## config.mk

```make
export PLATFORM = sky130hd
export DESIGN_NAME = lmc_top
export DESIGN_NICKNAME = d
export VERILOG_FILES = /design/src/hw/lmc_pkg.sv /design/src/hw/lmc_top.sv /design/src/hw/lmc_mon_path.sv
export SDC_FILE = /design/constraint.sdc
export NUM_CORES = 1
export LEC_CHECK = 0
export BUFFER_PORTS_ARGS = -buffer_cell sky130_fd_sc_hd__buf_2
export CORE_UTILIZATION = 45
export DETAILED_ROUTE_END_ITERATION = 12
export HOLD_SLACK_MARGIN = 0.08
export PLACE_DENSITY = 0.78
export SETUP_SLACK_MARGIN = 0.1
export SYNTH_ARGS = -nofsm -noshare
export SYNTH_HDL_FRONTEND = slang
export SYNTH_HIERARCHICAL = 1
export SYNTH_SLANG_ARGS = --single-unit
```

## constraint.sdc

```tcl
create_clock -name aclk -period 4.58 [get_ports aclk]
set_input_delay 0.916 -clock aclk [delete_from_list [all_inputs] [get_ports aclk]]
set_output_delay 0.916 -clock aclk [all_outputs]
set_load 0.05 [all_outputs]
```

## src/hw/lmc_pkg.sv

```systemverilog
package lmc_pkg;

    // register bus geometry
    localparam int unsigned ADDR_W = 12;
    localparam int unsigned DATA_W = 32;
    localparam int unsigned STRB_W = 4;
    localparam int unsigned IDX_W = 10;
    localparam int unsigned IDX_LSB = 2;

    // register indices; byte address is four times the index
    localparam logic [IDX_W-1:0] IDX_SRC_A = 10'h052;
    localparam logic [IDX_W-1:0] IDX_DRV_EN = 10'h056;
    localparam logic [IDX_W-1:0] IDX_SRC_B = 10'h057;
    localparam logic [IDX_W-1:0] IDX_PWR = 10'h063;
    localparam logic [IDX_W-1:0] IDX_STATUS = 10'h070;

    // field positions
    localparam int unsigned SRC_BIT_POS = 7;
    localparam int unsigned DRV_EN_POS = 3;
    localparam int unsigned FIELD_LSB = 1;
    localparam int unsigned FIELD_MSB = 2;
    localparam int unsigned PWDN_POS = 0;
    localparam int unsigned ST_MISMATCH_POS = 0;
    localparam int unsigned ST_ACTIVE_POS = 1;
    localparam int unsigned ST_PORT_POS = 2;
    localparam int unsigned BYTE0_STRB = 0;

    // source select field codes
    localparam logic [1:0] FIELD_NONE = 2'h0;
    localparam logic [1:0] FIELD_IN0 = 2'h1;
    localparam logic [1:0] FIELD_IN1 = 2'h2;

    localparam logic [1:0] RESP_OKAY = 2'h0;
    localparam logic [1:0] RESP_SLVERR = 2'h2;
    localparam logic [DATA_W-1:0] DATA_ZERO = 32'h0000_0000;

    typedef struct packed {
        logic src_sel_bit;
        logic [1:0] src_sel_field;
        logic drv_en;
        logic tx_powerdown;
    } lmc_ctrl_t;

    localparam lmc_ctrl_t CTRL_RESET = '{1'b0, 2'h0, 1'b0, 1'b0};

    typedef struct packed {
        logic mismatch;
        logic active;
        logic port;
    } lmc_stat_t;

    typedef enum logic [5:0] {
        SEL_NONE = 6'h01,
        SEL_SRC_A = 6'h02,
        SEL_DRV_EN = 6'h04,
        SEL_SRC_B = 6'h08,
        SEL_PWR = 6'h10,
        SEL_STATUS = 6'h20
    } lmc_reg_sel_t;

    typedef enum logic [1:0] {
        WR_IDLE = 2'h1,
        WR_RESP = 2'h2
    } lmc_wr_state_t;

    typedef enum logic [1:0] {
        RD_IDLE = 2'h1,
        RD_DATA = 2'h2
    } lmc_rd_state_t;

endpackage

```

## src/hw/lmc_top.sv

```systemverilog
// Notes on behaviour
// bit clear routes input 0, set input 1
// field 01 routes input 0, 10 input 1
// driver outputs data only while enabled
// software keeps both selects naming same port
// power bit set powers monitor transmitter down
// software powers monitor down before pattern generator
// all monitor registers clear to zero
// reserved bits read zero, ignore writes
//
// The AXI4-Lite slave port was decided locally.
module lmc_top
    import lmc_pkg::*;
(
    input wire logic aclk,
    input wire logic aresetn,
    input wire logic [ADDR_W-1:0] s_axi_awaddr,
    input wire logic s_axi_awvalid,
    output logic s_axi_awready,
    input wire logic [DATA_W-1:0] s_axi_wdata,
    input wire logic [STRB_W-1:0] s_axi_wstrb,
    input wire logic s_axi_wvalid,
    output logic s_axi_wready,
    output logic [1:0] s_axi_bresp,
    output logic s_axi_bvalid,
    input wire logic s_axi_bready,
    input wire logic [ADDR_W-1:0] s_axi_araddr,
    input wire logic s_axi_arvalid,
    output logic s_axi_arready,
    output logic [DATA_W-1:0] s_axi_rdata,
    output logic [1:0] s_axi_rresp,
    output logic s_axi_rvalid,
    input wire logic s_axi_rready,
    input wire logic serial_rx_in_0,
    input wire logic serial_rx_in_1,
    output logic monitor_out,
    output logic monitor_drv_en,
    output logic monitor_tx_powerdown
);

    typedef struct packed {
        lmc_wr_state_t wfsm;
        lmc_rd_state_t rfsm;
        logic aw_got;
        logic w_got;
        logic [ADDR_W-1:0] awaddr;
        logic [DATA_W-1:0] wdata;
        logic [STRB_W-1:0] wstrb;
        logic awready;
        logic wready;
        logic bvalid;
        logic [1:0] bresp;
        logic arready;
        logic rvalid;
        logic [DATA_W-1:0] rdata;
        logic [1:0] rresp;
        lmc_reg_sel_t rsel;
        lmc_ctrl_t ctrl;
    } lmc_slv_state_t;

    localparam lmc_slv_state_t SLV_RESET = '{
        wfsm: WR_IDLE,
        rfsm: RD_IDLE,
        aw_got: 1'b0,
        w_got: 1'b0,
        awaddr: '0,
        wdata: DATA_ZERO,
        wstrb: '0,
        awready: 1'b0,
        wready: 1'b0,
        bvalid: 1'b0,
        bresp: RESP_OKAY,
        arready: 1'b0,
        rvalid: 1'b0,
        rdata: DATA_ZERO,
        rresp: RESP_OKAY,
        rsel: SEL_NONE,
        ctrl: CTRL_RESET
    };

    lmc_slv_state_t st_reg;
    lmc_slv_state_t st_next;
    lmc_stat_t path_stat;
    logic aw_hs;
    logic w_hs;
    logic ar_hs;
    lmc_reg_sel_t wr_sel;

    // word index to register select; unmapped words give SEL_NONE
    function automatic lmc_reg_sel_t reg_decode(input logic [ADDR_W-1:0] addr);
        logic [IDX_W-1:0] idx;
        idx = addr[IDX_LSB +: IDX_W];
        unique case (idx)
            IDX_SRC_A: reg_decode = SEL_SRC_A;
            IDX_DRV_EN: reg_decode = SEL_DRV_EN;
            IDX_SRC_B: reg_decode = SEL_SRC_B;
            IDX_PWR: reg_decode = SEL_PWR;
            IDX_STATUS: reg_decode = SEL_STATUS;
            default: reg_decode = SEL_NONE;
        endcase
    endfunction

    // only the documented bits are stored, so reserved bits ignore writes
    function automatic lmc_ctrl_t apply_write(
        input lmc_ctrl_t cur,
        input lmc_reg_sel_t sel,
        input logic [DATA_W-1:0] data,
        input logic [STRB_W-1:0] strb
    );
        lmc_ctrl_t nxt;
        nxt = cur;
        if (strb[BYTE0_STRB]) begin
            unique case (sel)
                SEL_SRC_A: nxt.src_sel_bit = data[SRC_BIT_POS];
                SEL_DRV_EN: nxt.drv_en = data[DRV_EN_POS];
                SEL_SRC_B: nxt.src_sel_field = data[FIELD_MSB:FIELD_LSB];
                SEL_PWR: nxt.tx_powerdown = data[PWDN_POS];
                SEL_STATUS: nxt = cur;
                SEL_NONE: nxt = cur;
            endcase
        end
        apply_write = nxt;
    endfunction

    // reserved bits always read as zero
    function automatic logic [DATA_W-1:0] read_word(
        input lmc_reg_sel_t sel,
        input lmc_ctrl_t ctrl,
        input lmc_stat_t stat
    );
        logic [DATA_W-1:0] w;
        w = DATA_ZERO;
        unique case (sel)
            SEL_SRC_A: w[SRC_BIT_POS] = ctrl.src_sel_bit;
            SEL_DRV_EN: w[DRV_EN_POS] = ctrl.drv_en;
            SEL_SRC_B: w[FIELD_MSB:FIELD_LSB] = ctrl.src_sel_field;
            SEL_PWR: w[PWDN_POS] = ctrl.tx_powerdown;
            SEL_STATUS: begin
                w[ST_MISMATCH_POS] = stat.mismatch;
                w[ST_ACTIVE_POS] = stat.active;
                w[ST_PORT_POS] = stat.port;
            end
            SEL_NONE: w = DATA_ZERO;
        endcase
        read_word = w;
    endfunction

    assign aw_hs = s_axi_awvalid && st_reg.awready;
    assign w_hs = s_axi_wvalid && st_reg.wready;
    assign ar_hs = s_axi_arvalid && st_reg.arready;
    assign wr_sel = reg_decode(aw_hs ? s_axi_awaddr : st_reg.awaddr);

    // write commit strobe and its word, for the checks below
    logic wr_fire;
    logic [DATA_W-1:0] wr_word;
    logic wr_lane0;
    assign wr_fire = (st_reg.wfsm == WR_IDLE) && (st_reg.aw_got || aw_hs)
        && (st_reg.w_got || w_hs);
    assign wr_word = w_hs ? s_axi_wdata : st_reg.wdata;
    assign wr_lane0 = w_hs ? s_axi_wstrb[BYTE0_STRB] : st_reg.wstrb[BYTE0_STRB];

    always_comb begin
        st_next = st_reg;
        // write address and data may arrive in either order
        if (aw_hs) begin
            st_next.aw_got = 1'b1;
            st_next.awaddr = s_axi_awaddr;
        end
        if (w_hs) begin
            st_next.w_got = 1'b1;
            st_next.wdata = s_axi_wdata;
            st_next.wstrb = s_axi_wstrb;
        end
        unique case (st_reg.wfsm)
            WR_IDLE: begin
                if (st_next.aw_got && st_next.w_got) begin
                    st_next.ctrl = apply_write(st_reg.ctrl, wr_sel, st_next.wdata,
                        st_next.wstrb);
                    st_next.bresp = (wr_sel == SEL_NONE) ? RESP_SLVERR : RESP_OKAY;
                    st_next.bvalid = 1'b1;
                    st_next.aw_got = 1'b0;
                    st_next.w_got = 1'b0;
                    st_next.wfsm = WR_RESP;
                end
            end
            WR_RESP: begin
                if (s_axi_bready) begin
                    st_next.bvalid = 1'b0;
                    st_next.wfsm = WR_IDLE;
                end
            end
        endcase
        st_next.awready = (st_next.wfsm == WR_IDLE) && !st_next.aw_got;
        st_next.wready = (st_next.wfsm == WR_IDLE) && !st_next.w_got;

        unique case (st_reg.rfsm)
            RD_IDLE: begin
                if (ar_hs) begin
                    st_next.rsel = reg_decode(s_axi_araddr);
                    st_next.rdata = read_word(st_next.rsel, st_reg.ctrl, path_stat);
                    st_next.rresp = (st_next.rsel == SEL_NONE) ? RESP_SLVERR : RESP_OKAY;
                    st_next.rvalid = 1'b1;
                    st_next.rfsm = RD_DATA;
                end
            end
            RD_DATA: begin
                if (s_axi_rready) begin
                    st_next.rvalid = 1'b0;
                    st_next.rfsm = RD_IDLE;
                end
            end
        endcase
        st_next.arready = (st_next.rfsm == RD_IDLE);

        if (!aresetn) begin
            st_next = SLV_RESET;
        end
    end

    always_ff @(posedge aclk) begin
        st_reg <= st_next;
    end

    lmc_mon_path u_path (
        .aclk(aclk),
        .aresetn(aresetn),
        .ctrl(st_reg.ctrl),
        .serial_rx_in_0(serial_rx_in_0),
        .serial_rx_in_1(serial_rx_in_1),
        .monitor_out(monitor_out),
        .stat(path_stat)
    );

    assign s_axi_awready = st_reg.awready;
    assign s_axi_wready = st_reg.wready;
    assign s_axi_bvalid = st_reg.bvalid;
    assign s_axi_bresp = st_reg.bresp;
    assign s_axi_arready = st_reg.arready;
    assign s_axi_rvalid = st_reg.rvalid;
    assign s_axi_rdata = st_reg.rdata;
    assign s_axi_rresp = st_reg.rresp;
    assign monitor_drv_en = st_reg.ctrl.drv_en;
    assign monitor_tx_powerdown = st_reg.ctrl.tx_powerdown;

    a_reset_clear: assert property (@(posedge aclk)
        !aresetn |=> st_reg.ctrl == CTRL_RESET && !monitor_drv_en
        && !s_axi_bvalid && !s_axi_rvalid)
        else $error("control not cleared by reset");
    a_reset_out_low: assert property (@(posedge aclk)
        !aresetn ##1 !aresetn |=> !monitor_out)
        else $error("monitor output active after reset");
    a_drv_en_write: assert property (@(posedge aclk) disable iff (!aresetn)
        (st_reg.wfsm == WR_IDLE && aw_hs && w_hs && wr_sel == SEL_DRV_EN
        && s_axi_wstrb[BYTE0_STRB])
        |=> monitor_drv_en == $past(s_axi_wdata[DRV_EN_POS]) && s_axi_bvalid)
        else $error("driver enable write not applied");
    a_pwdn_write: assert property (@(posedge aclk) disable iff (!aresetn)
        (st_reg.wfsm == WR_IDLE && aw_hs && w_hs && wr_sel == SEL_PWR
        && s_axi_wstrb[BYTE0_STRB])
        |=> monitor_tx_powerdown == $past(s_axi_wdata[PWDN_POS])
        ##1 (!monitor_tx_powerdown || !monitor_out))
        else $error("power down write not applied");
    a_reserved_zero: assert property (@(posedge aclk) disable iff (!aresetn)
        (s_axi_rvalid && st_reg.rsel != SEL_STATUS)
        |-> (s_axi_rdata & ~(DATA_ZERO | (32'h0000_0001 << SRC_BIT_POS)
        | (32'h0000_0001 << DRV_EN_POS) | (32'h0000_0003 << FIELD_LSB)
        | (32'h0000_0001 << PWDN_POS))) == DATA_ZERO)
        else $error("reserved read bits not zero");
    a_resp_hold: assert property (@(posedge aclk) disable iff (!aresetn)
        (s_axi_bvalid && !s_axi_bready) |=> s_axi_bvalid && $stable(s_axi_bresp))
        else $error("write response dropped before taken");
    a_src_bit_write: assert property (@(posedge aclk) disable iff (!aresetn)
        (wr_fire && wr_sel == SEL_SRC_A && wr_lane0)
        |=> st_reg.ctrl.src_sel_bit == $past(wr_word[SRC_BIT_POS]))
        else $error("source select bit write not applied");
    a_src_field_write: assert property (@(posedge aclk) disable iff (!aresetn)
        (wr_fire && wr_sel == SEL_SRC_B && wr_lane0)
        |=> st_reg.ctrl.src_sel_field == $past(wr_word[FIELD_MSB:FIELD_LSB]))
        else $error("source select field write not applied");
    a_lane_off_keep: assert property (@(posedge aclk) disable iff (!aresetn)
        (wr_fire && !wr_lane0) |=> $stable(st_reg.ctrl))
        else $error("write with byte lane off changed control");
    a_unmapped_keep: assert property (@(posedge aclk) disable iff (!aresetn)
        (wr_fire && wr_sel == SEL_NONE)
        |=> $stable(st_reg.ctrl) && s_axi_bresp == RESP_SLVERR)
        else $error("unmapped write not refused");
    a_src_bit_read: assert property (@(posedge aclk) disable iff (!aresetn)
        (ar_hs && reg_decode(s_axi_araddr) == SEL_SRC_A)
        |=> s_axi_rdata[SRC_BIT_POS] == $past(st_reg.ctrl.src_sel_bit))
        else $error("source select bit read wrong");
    a_read_hold: assert property (@(posedge aclk) disable iff (!aresetn)
        (s_axi_rvalid && !s_axi_rready) |=> s_axi_rvalid && $stable(s_axi_rdata))
        else $error("read data dropped before taken");
    a_wr_ready_low: assert property (@(posedge aclk) disable iff (!aresetn)
        s_axi_bvalid |-> !s_axi_awready && !s_axi_wready)
        else $error("write accepted while response pending");
    a_rd_ready_low: assert property (@(posedge aclk) disable iff (!aresetn)
        s_axi_rvalid |-> !s_axi_arready)
        else $error("read accepted while data pending");

    c_route_rx_port_one: cover property (@(posedge aclk) disable iff (!aresetn)
        path_stat.active && path_stat.port);
    c_select_mismatch: cover property (@(posedge aclk) disable iff (!aresetn)
        path_stat.mismatch && monitor_drv_en);
    c_write_then_read: cover property (@(posedge aclk) disable iff (!aresetn)
        (s_axi_bvalid && s_axi_bready) ##[1:20] (s_axi_rvalid && s_axi_rready));
    c_unmapped: cover property (@(posedge aclk) disable iff (!aresetn)
        s_axi_rvalid && s_axi_rresp == RESP_SLVERR);
    c_powered_down: cover property (@(posedge aclk) disable iff (!aresetn)
        monitor_tx_powerdown && monitor_drv_en);

endmodule

```

## src/hw/lmc_mon_path.sv

```systemverilog
module lmc_mon_path
    import lmc_pkg::*;
(
    input wire logic aclk,
    input wire logic aresetn,
    input lmc_ctrl_t ctrl,
    input wire logic serial_rx_in_0,
    input wire logic serial_rx_in_1,
    output logic monitor_out,
    output lmc_stat_t stat
);

    typedef struct packed {
        logic out;
        lmc_stat_t stat;
    } lmc_path_state_t;

    lmc_path_state_t st_reg;
    lmc_path_state_t st_next;

    always_comb begin
        st_next = st_reg;
        unique case (ctrl.src_sel_field)
            FIELD_NONE: begin
                st_next.stat.port = ctrl.src_sel_bit;
                st_next.stat.mismatch = 1'b0;
            end
            FIELD_IN0: begin
                st_next.stat.port = 1'b0;
                st_next.stat.mismatch = ctrl.src_sel_bit;
            end
            FIELD_IN1: begin
                st_next.stat.port = 1'b1;
                st_next.stat.mismatch = !ctrl.src_sel_bit;
            end
            default: begin
                st_next.stat.port = ctrl.src_sel_bit;
                st_next.stat.mismatch = 1'b1;
            end
        endcase
        // driver live only when enabled, powered and selects agree
        st_next.stat.active = ctrl.drv_en && !ctrl.tx_powerdown && !st_next.stat.mismatch;
        if (st_next.stat.active) begin
            st_next.out = st_next.stat.port ? serial_rx_in_1 : serial_rx_in_0;
        end else begin
            st_next.out = 1'b0;
        end
        if (!aresetn) begin
            st_next = '0;
        end
    end

    always_ff @(posedge aclk) begin
        st_reg <= st_next;
    end

    assign monitor_out = st_reg.out;
    assign stat = st_reg.stat;

    a_route_in0: assert property (@(posedge aclk) disable iff (!aresetn)
        (ctrl.drv_en && !ctrl.tx_powerdown && ctrl.src_sel_field == FIELD_IN0
        && !ctrl.src_sel_bit) |=> monitor_out == $past(serial_rx_in_0))
        else $error("port zero data not routed");
    a_route_in1: assert property (@(posedge aclk) disable iff (!aresetn)
        (ctrl.drv_en && !ctrl.tx_powerdown && ctrl.src_sel_field == FIELD_IN1
        && ctrl.src_sel_bit) |=> monitor_out == $past(serial_rx_in_1))
        else $error("port one data not routed");
    a_bit_select: assert property (@(posedge aclk) disable iff (!aresetn)
        (ctrl.drv_en && !ctrl.tx_powerdown && ctrl.src_sel_field == FIELD_NONE)
        |=> monitor_out == ($past(ctrl.src_sel_bit) ? $past(serial_rx_in_1)
        : $past(serial_rx_in_0)))
        else $error("single bit select not followed");
    a_driver_off: assert property (@(posedge aclk) disable iff (!aresetn)
        !ctrl.drv_en |=> !monitor_out && !stat.active)
        else $error("monitor output driven while disabled");
    a_powered_down: assert property (@(posedge aclk) disable iff (!aresetn)
        ctrl.tx_powerdown |=> !monitor_out && !stat.active)
        else $error("monitor output driven while powered down");

endmodule

```

# [Word-level counts from Yosys, hierarchy flattened]
# Cells that the tools add are included.
# W data, S select, Z words.
[totals] reg_bits=59 inputBits=69 elab_cells=114
[op_classes] eq_ne=33 muxes=31 reduce_logical=23
[ops] cell="$eq A10 B7 Y1 const B" count=10
[ops] cell="$pmux W6 S5" count=2
[ops] cell="$mux W41" count=1
[ops] cell="$mux W12" count=2
[ops] cell="$mux W2" count=8
[ops] cell="$reduce_and A4 Y1" count=4
[ops] cell="$eq A6 B1 Y1 const B" count=2
[ops] cell="$eq A6 B2 Y1 const B" count=2
[ops] cell="$eq A6 B3 Y1 const B" count=2
[ops] cell="$eq A6 B4 Y1 const B" count=2
[ops] cell="$eq A6 B5 Y1 const B" count=2
[ops] cell="$mux W6" count=2
[ops] cell="$pmux W2 S2" count=3
[ops] cell="$eq A2 B1 Y1 const B" count=5
[ops] cell="$reduce_and A2 Y1" count=5
[ops] cell="$logic_and A1 B1 Y1" count=8
[ops] cell="$pmux W1 S2" count=4
[ops] cell="$mux W1" count=7
[ops] cell="$eq A2 B2 Y1 const B" count=3
[ops] cell="$eq A6 B6 Y1 const B" count=1
[ops] cell="$ne A2 B2 Y1 const B" count=3
[ops] cell="$logic_not A1 Y1" count=5
[ops] cell="$mux W3" count=1
[ops] cell="$pmux W1 S3" count=1
[ops] cell="other kinds (2)" count=2

# [Depth between registers and ports, before layout]
# Gate-level depths: netlist of the first run.
[depth] depth_word=8 mapped_depth=7

# [Modules after synthesis]
# The synthesis of the first run kept the hierarchy.
[modules_own_cells] module="lmc_top" instances=1 cells_each=258 area_per_inst_um2=2182.1 seq_area_each_um2=780.7
[modules_own_cells] module="lmc_mon_path" instances=1 cells_each=13 area_per_inst_um2=158.9 seq_area_each_um2=80.1

# [Least setup slack after synthesis of the first run]
# OpenSTA, ideal clock, no wires.
[synth_timing] path_kind="input port to flip-flop" startpoint="input s_axi_wvalid" endpoint="register st_reg, in the netlist monitor_drv_en" setup_ns=0.121 arrival_ns=1.980 required_ns=4.459 path_slack_ns=2.479 path_stages=6 path_cell_list="buf_4 -> a21boi_1 -> o2111ai_2 -> a21oi_2 -> nand3_1 -> mux2_4"
[synth_via] elab_chain_len=4 word_cells_on_any_way=5 cone_classes="mux: 2; reduce/logical: 3"
[synth_rtl] item="from (decl)" line_no="lmc_top.sv:22" text="input wire logic s_axi_wvalid,"
[synth_rtl] item="$logic_and A1 B1 Y1 (*)" line_no="lmc_top.sv:149" text="assign w_hs = s_axi_wvalid && st_reg.wready;"
[synth_rtl] item="$mux W1" line_no="lmc_top.sv:169" text="if (w_hs) begin"
[synth_rtl] item="$logic_and A1 B1 Y1" line_no="lmc_top.sv:176" text="if (st_next.aw_got && st_next.w_got) begin"
[synth_rtl] item="$reduce_and A4 Y1 (no source line)"
[synth_rtl] item="to (signal assigned)" line_no="lmc_top.sv:221" text="st_reg <= st_next;"
[synth_rtl] item="to (decl)" line_no="lmc_top.sv:81" text="lmc_slv_state_t st_reg;"
# Every way passes the cells marked *; elsewhere a longest branch is shown, timed or not.
# A chain may end at the register's enable or synchronous reset.

# [Worst setup path after layout of the first run]
[layout_timing] startpoint="input s_axi_awvalid" endpoint="register st_reg, in the netlist monitor_tx_powerdown"
[layout_via] elab_chain_len=6 word_cells_on_any_way=12 cone_classes="eq/ne: 6; mux: 3; reduce/logical: 3"
[layout_rtl] item="from (decl)" line_no="lmc_top.sv:18" text="input wire logic s_axi_awvalid,"
[layout_rtl] item="$logic_and A1 B1 Y1 (*)" line_no="lmc_top.sv:148" text="assign aw_hs = s_axi_awvalid && st_reg.awready;"
[layout_rtl] item="$mux W12"
[layout_rtl] item="$eq A10 B7 Y1" line_no="lmc_top.sv:93" text="unique case (idx)"
[layout_rtl] item="$pmux W6 S5" line_no="lmc_top.sv:93"
[layout_rtl] item="$eq A6 B5 Y1" line_no="lmc_top.sv:113" text="unique case (sel)"
[layout_rtl] item="$reduce_and A4 Y1 (no source line) (*)"
# Marks and branches as above.

==> run summary, run 1 <==
Total Wirelength: 4171 um
Number of enable flip-flop cells after synthesis: 0
Highest metal used: met4
Yosys reg bits: 43
IO buf count: 49
Final ANT Viol Nets: 0
Pint: 0.5551 mW
Hold path start: s_axi_rresp[1]$_SDFFE_PN0P_
IO Count: 113
Root buffer cell: clkbuf_8
Synth async-reset ratio: 0%
Vias in the first global route: 1599
Share of layout cells above drive strength 1: 21.79%
Largest register FFs: 25
Multi-input gate area: 1260 um2
Main synth FF type: dfxtp_1
Hold Slack: 0.4503 ns
Full die area: 5495 um2
Placed Area: 2454 um2
Inserted Clock Buffers: 5
Relative slew slack: 61.97%
Fillers: 473
FF+latch area: 860.8 um2
DRC Markers: 0
Top cell type by total area after synthesis: dfxtp_1
WL met2: 1987 um
Initial Util: 48.28%
Combinational power share: 23.7%
Fin cells: 379
Static Leak: 1.118 nW
Fmax: 424.7 MHz
DPL Wire Length: 3158 um
Antenna diode count: 0
Post-synthesis sequential area ratio: 36.77%
Clock power share: 26.6%
Pwr Density: 330.1 nW/um2
Switching Share: 33.66%
Postcts setup bufs: 0
CP Max Fanout: 15
Critical path type: in -> reg
Vias: 1861
GPL Wtd Cong: 0.9011
Synthesis Warnings: 6
CP Capture Type: flop
WP data required: 4.76 ns
Largest net degree at the start of global routing: 41
Worst VDD drop: 0.2645 mV
Setup tns final: 0 ns
Max Cap Viol: 0
Total power draw: 0.8368 mW
Clock Latency Late Sink: 0.28 ns
R2R depth: 5
Initial antenna violation count: 0
Detailed Routing Iterations Pass 1: 4
Commonest non-fill, non-tap cell in the layout: buf_2
Reg-to-Reg End: monitor_tx_powerdown$_SDFFE_PN0P_
Final hold vios: 0
Final critical-path required period: 2.355 ns
Die Span X: 74.13 um
Cell area after layout: 2535 um2
GRT Residual Overflow: 0
Synth top area share: 36.77%
RSZ-0062 raised after global routing: false
Met1 Wirelength: 1866 um
Final critical-path share of the clock period: 51.41%
Area of the core: 4848 um2
Gate Count Post-Synth: 271
Slew @ Worst Pin: 0.5704 ns
Reg clk slew, reported paths: 0.07 ns
Hold path endpoint: s_axi_rresp[1]$_SDFFE_PN0P_
Synth unique cells: 51
Worst R2R Setup Slack: 2.53 ns
TritonCTS clock tree: done
First-pass GRT wire length: 6989 um
Initial drt markers: 48
Most frequent cells in the layout: buf_2 (49), dfxtp_1 (43), nand2_1 (42)
Post-CTS Hold Buffers: 0
CTS Buffer Depth: 2
Wire per inst: 11.01 um
Hold path depth: 2
FP Rows: 25
CP arrival: 2.53 ns
Max-slew violation count: 0
Drt via density: 4.910
Cts repair resizes: 0
Pre-CTS setup slack: 1.953 ns
H-tree depth: 2
Overall Global Routing Usage: 16.42%
Die Y-Extent: 74.13 um
Type of origin of the critical path: input pin
Top cells by area, synth: dfxtp_1 (37%), buf_4 (12%), nand2_1 (6.7%)
CTS sink count: 43
Met3 wire len: 269 um
Final #Nets: 381
Seq pwr share: 49.7%
Clock Skews: 0.002922 ns
Mapped cell area: 2341 um2
Run status: finished, final reports clean
Dpl cells: 371
Area growth, synth to finish: 8.284%
Final WS setup: 2.225 ns
Syn Area/Cell: 8.638 um2
Core Util, Final: 52.28%
R2r startpoint: s_axi_awready$_SDFF_PN0_
Hold crit path type: reg -> reg
Final setup violation count: 0
Switch Pwr: 0.2817 mW
[critical path: stages]
cell and delay [ns]:
buf_2 0.11, and2_1 0.49, a21oi_1 0.20, a21o_1 0.21, nor3_1 0.24, mux2_2 0.36
[synth_stat cells (all sizes together) (2+ instances only)]
cell type  instances
o21ai              8
nand3b             6
and2               6
nor4b              3
a21boi            19
a31oi              2
a21oi             12
nand2b             2
nor3               3
and2b              3
a211oi             3
nor2b             11
mux2               4
nand3             12
nor2              12
and3               4
nand2             43
mux2i              6
nand4              3
buf               41
clkbuf             3
a21o               5
nand4b             4
dfxtp             43
[worst max path at each step]
stage,startpoint,end,slack [ns]
finish,s_axi_awvalid,monitor_tx_powerdown$_SDFFE_PN0P_,2.23
CTS,s_axi_awvalid,monitor_tx_powerdown$_SDFFE_PN0P_,2.26
global route,s_axi_awvalid,monitor_tx_powerdown$_SDFFE_PN0P_,2.04
global placement,s_axi_awvalid,monitor_tx_powerdown$_SDFFE_PN0P_,1.98
floorplan,s_axi_wvalid,monitor_drv_en$_SDFFE_PN0P_,2.48
detailed placement,s_axi_awvalid,monitor_tx_powerdown$_SDFFE_PN0P_,1.95
[power groups by stage]
stage               combinational (mW)  sequential (mW)  clock (mW)
floorplan                        0.166            0.438           0
global placement                 0.196            0.423           0
detailed placement               0.198            0.424           0
CTS                              0.199            0.416       0.235
global route                     0.217            0.419       0.250
finish                           0.198            0.416       0.223
[metal layers]
layer	track usage [%]	vias to the layer above
li1	-	963
met1	20.13	825
met2	28.28	68
met3	3.659	5
met4	5.769	0
met5	0	-
[logic make-up (layout without fill, tap and decap cells)]
family / Yosys count / count (layout) / share of synthesized area, %
fa+ha+maj: 1 / 1 / 0.5344
mux: 10 / 10 / 4.650
other cells: 1 / 29 / 0.1602
flops: 43 / 43 / 36.77
simple gates: 115 / 115 / 27.42
buf+inv: 45 / 58 / 13.90
compound gates: 56 / 56 / 16.57
[area by class of cell]
cell class	count	share of cell area, %
clock buffer	7	3.011
clock inverter	1	0.1974
inverter	1	0.1481
multi-input combinational	211	49.70
sequential	43	33.96
tap	67	3.307
timing repair buffer	49	9.674
Note: power is estimated with default switching activity, not from simulation.
==> inputs of run 2 (changes only) <==
==> constraint.sdc (replaced) <==
create_clock -name aclk -period 2.5 [get_ports aclk]
set_input_delay 0.5 -clock aclk [delete_from_list [all_inputs] [get_ports aclk]]
set_output_delay 0.5 -clock aclk [all_outputs]
set_load 0.05 [all_outputs]
==> run 2 against run 1 <==
  * Count of clock-buffer cells in the layout decreased by 1
  * Final area about the same
  * Die area unchanged
  * First-iteration DRC count decreased by 17%
  * Utilization about the same
  * Sequential cell count unchanged
==> run summary, run 2 (same netlist as run 1, synthesis figures left out) <==
CTS sink count: 43
DRC Markers: 0
RSZ-0062 raised after global routing: false
Reg clk slew, reported paths: 0.08 ns
CP arrival: 1.99 ns
Clock Latency Late Sink: 0.29 ns
Final critical-path required period: 1.812 ns
Cts repair resizes: 0
H-tree depth: 2
CP Max Fanout: 9
Dpl cells: 372
Max-slew violation count: 0
Slew @ Worst Pin: 0.5658 ns
CTS Buffer Depth: 2
Static Leak: 1.119 nW
Root buffer cell: clkbuf_8
IO Count: 113
Worst R2R Setup Slack: 0.69 ns
Multi-input gate area: 1260 um2
Die Span X: 74.13 um
Initial antenna violation count: 0
Area growth, synth to finish: 8.231%
Final hold vios: 0
CP Capture Type: flop
R2r startpoint: s_axi_awready$_SDFF_PN0_
Reg-to-Reg End: monitor_tx_powerdown$_SDFFE_PN0P_
Core Util, Final: 52.26%
Initial drt markers: 40
Share of layout cells above drive strength 1: 21.86%
Final ANT Viol Nets: 0
Detailed Routing Iterations Pass 1: 4
FF+latch area: 860.8 um2
Commonest non-fill, non-tap cell in the layout: buf_2
Pwr Density: 602.8 nW/um2
First-pass GRT wire length: 7279 um
Critical path type: reg -> reg
Largest net degree at the start of global routing: 41
Final #Nets: 382
WP data required: 2.68 ns
Highest metal used: met4
Worst Setup SP: s_axi_awready$_SDFF_PN0_
Antenna diode count: 0
Max Cap Viol: 0
GPL Wtd Cong: 0.8989
Post-CTS Hold Buffers: 0
TritonCTS clock tree: done
Type of origin of the critical path: flop
R2R depth: 5
Final critical-path share of the clock period: 72.47%
Most frequent cells in the layout: buf_2 (49), dfxtp_1 (43), nand2_1 (42)
Fin cells: 378
Largest register FFs: 25
Clock Skews: 0.005295 ns
Wire per inst: 11.32 um
GRT Residual Overflow: 0
Met3 wire len: 216 um
Overall Global Routing Usage: 17.00%
Full die area: 5495 um2
Total power draw: 1.527 mW
Die Y-Extent: 74.13 um
Final setup violation count: 0
Hold Slack: 0.4503 ns
Area of the core: 4848 um2
Setup tns final: 0 ns
Worst Setup EP: monitor_tx_powerdown$_SDFFE_PN0P_
Hold crit path type: reg -> reg
Run status: finished, final reports clean
Total Wirelength: 4280 um
IO buf count: 49
WL met2: 2123 um
Fillers: 478
DPL Wire Length: 3165 um
Fmax: 552.0 MHz
Vias in the first global route: 1701
Postcts setup bufs: 0
Relative slew slack: 62.28%
FP Rows: 25
Inserted Clock Buffers: 5
Vias: 1880
Drt via density: 4.974
Worst VDD drop: 0.3274 mV
Initial Util: 48.28%
Met1 Wirelength: 1917 um
run 2: changes by cell type in the layout (fill, tap and decap cells not counted), sizes merged:
cell,previous run,this run
clkinv,1,0
buf,49,50
clkbuf,7,6
run 2: through the flow:
| stage | setup slack, ns | instance area, um2 |
|---|---|---|
| finish | 0.6884 | 2534 |
| global route | 0.5390 | 2534 |
| CTS | 0.7299 | 2534 |
| detailed placement | 0.5238 | 2461 |
| global placement | 0.5274 | 2461 |
| floorplan | 0.5940 | 2446 |
run 2: cell type report:
class                           count  area share, %
Clock buffer                        6          2.864
Inverter                            1         0.1481
Multi-Input combinational cell    211          49.73
Sequential cell                    43          33.98
Tap cell                           67          3.309
Timing Repair Buffer               50          9.975
run 2: where the power goes:
part           total [mW]  switching, mW  internal, mW
Combinational       0.366          0.270        0.0954
Clock               0.400          0.214         0.186
Sequential          0.761         0.0334         0.728
Total                1.53          0.518          1.01
run 2: worst min-delay path by stage:
stage	start	to	slack, ns	depth (start not counted)
after global routing	s_axi_awaddr[8]	st_reg[96]$_SDFF_PN0_	0.47	3
after detailed placement	s_axi_rresp[1]$_SDFFE_PN0P_	s_axi_rresp[1]$_SDFFE_PN0P_	0.44	2
final	s_axi_rresp[1]$_SDFFE_PN0P_	s_axi_rresp[1]$_SDFFE_PN0P_	0.45	2
after CTS	s_axi_rresp[1]$_SDFFE_PN0P_	s_axi_rresp[1]$_SDFFE_PN0P_	0.45	2
after floorplan	s_axi_rresp[1]$_SDFFE_PN0P_	s_axi_rresp[1]$_SDFFE_PN0P_	0.44	2
after global placement	s_axi_rresp[1]$_SDFFE_PN0P_	s_axi_rresp[1]$_SDFFE_PN0P_	0.44	2
run 2: layer usage:
metal | track usage (%) | vias to the layer above
li1 | - | 959
met1 | 20.22 | 860
met2 | 29.60 | 59
met3 | 4.201 | 2
met4 | 6.197 | 0
met5 | 0 | -
run 2: critical path, stage by stage, from the launching register on:
cell     delay (ns)
dfxtp_1        0.41
and2_1         0.38
a21oi_1        0.16
a21o_1         0.19
nor3_1         0.20
mux2_2         0.36
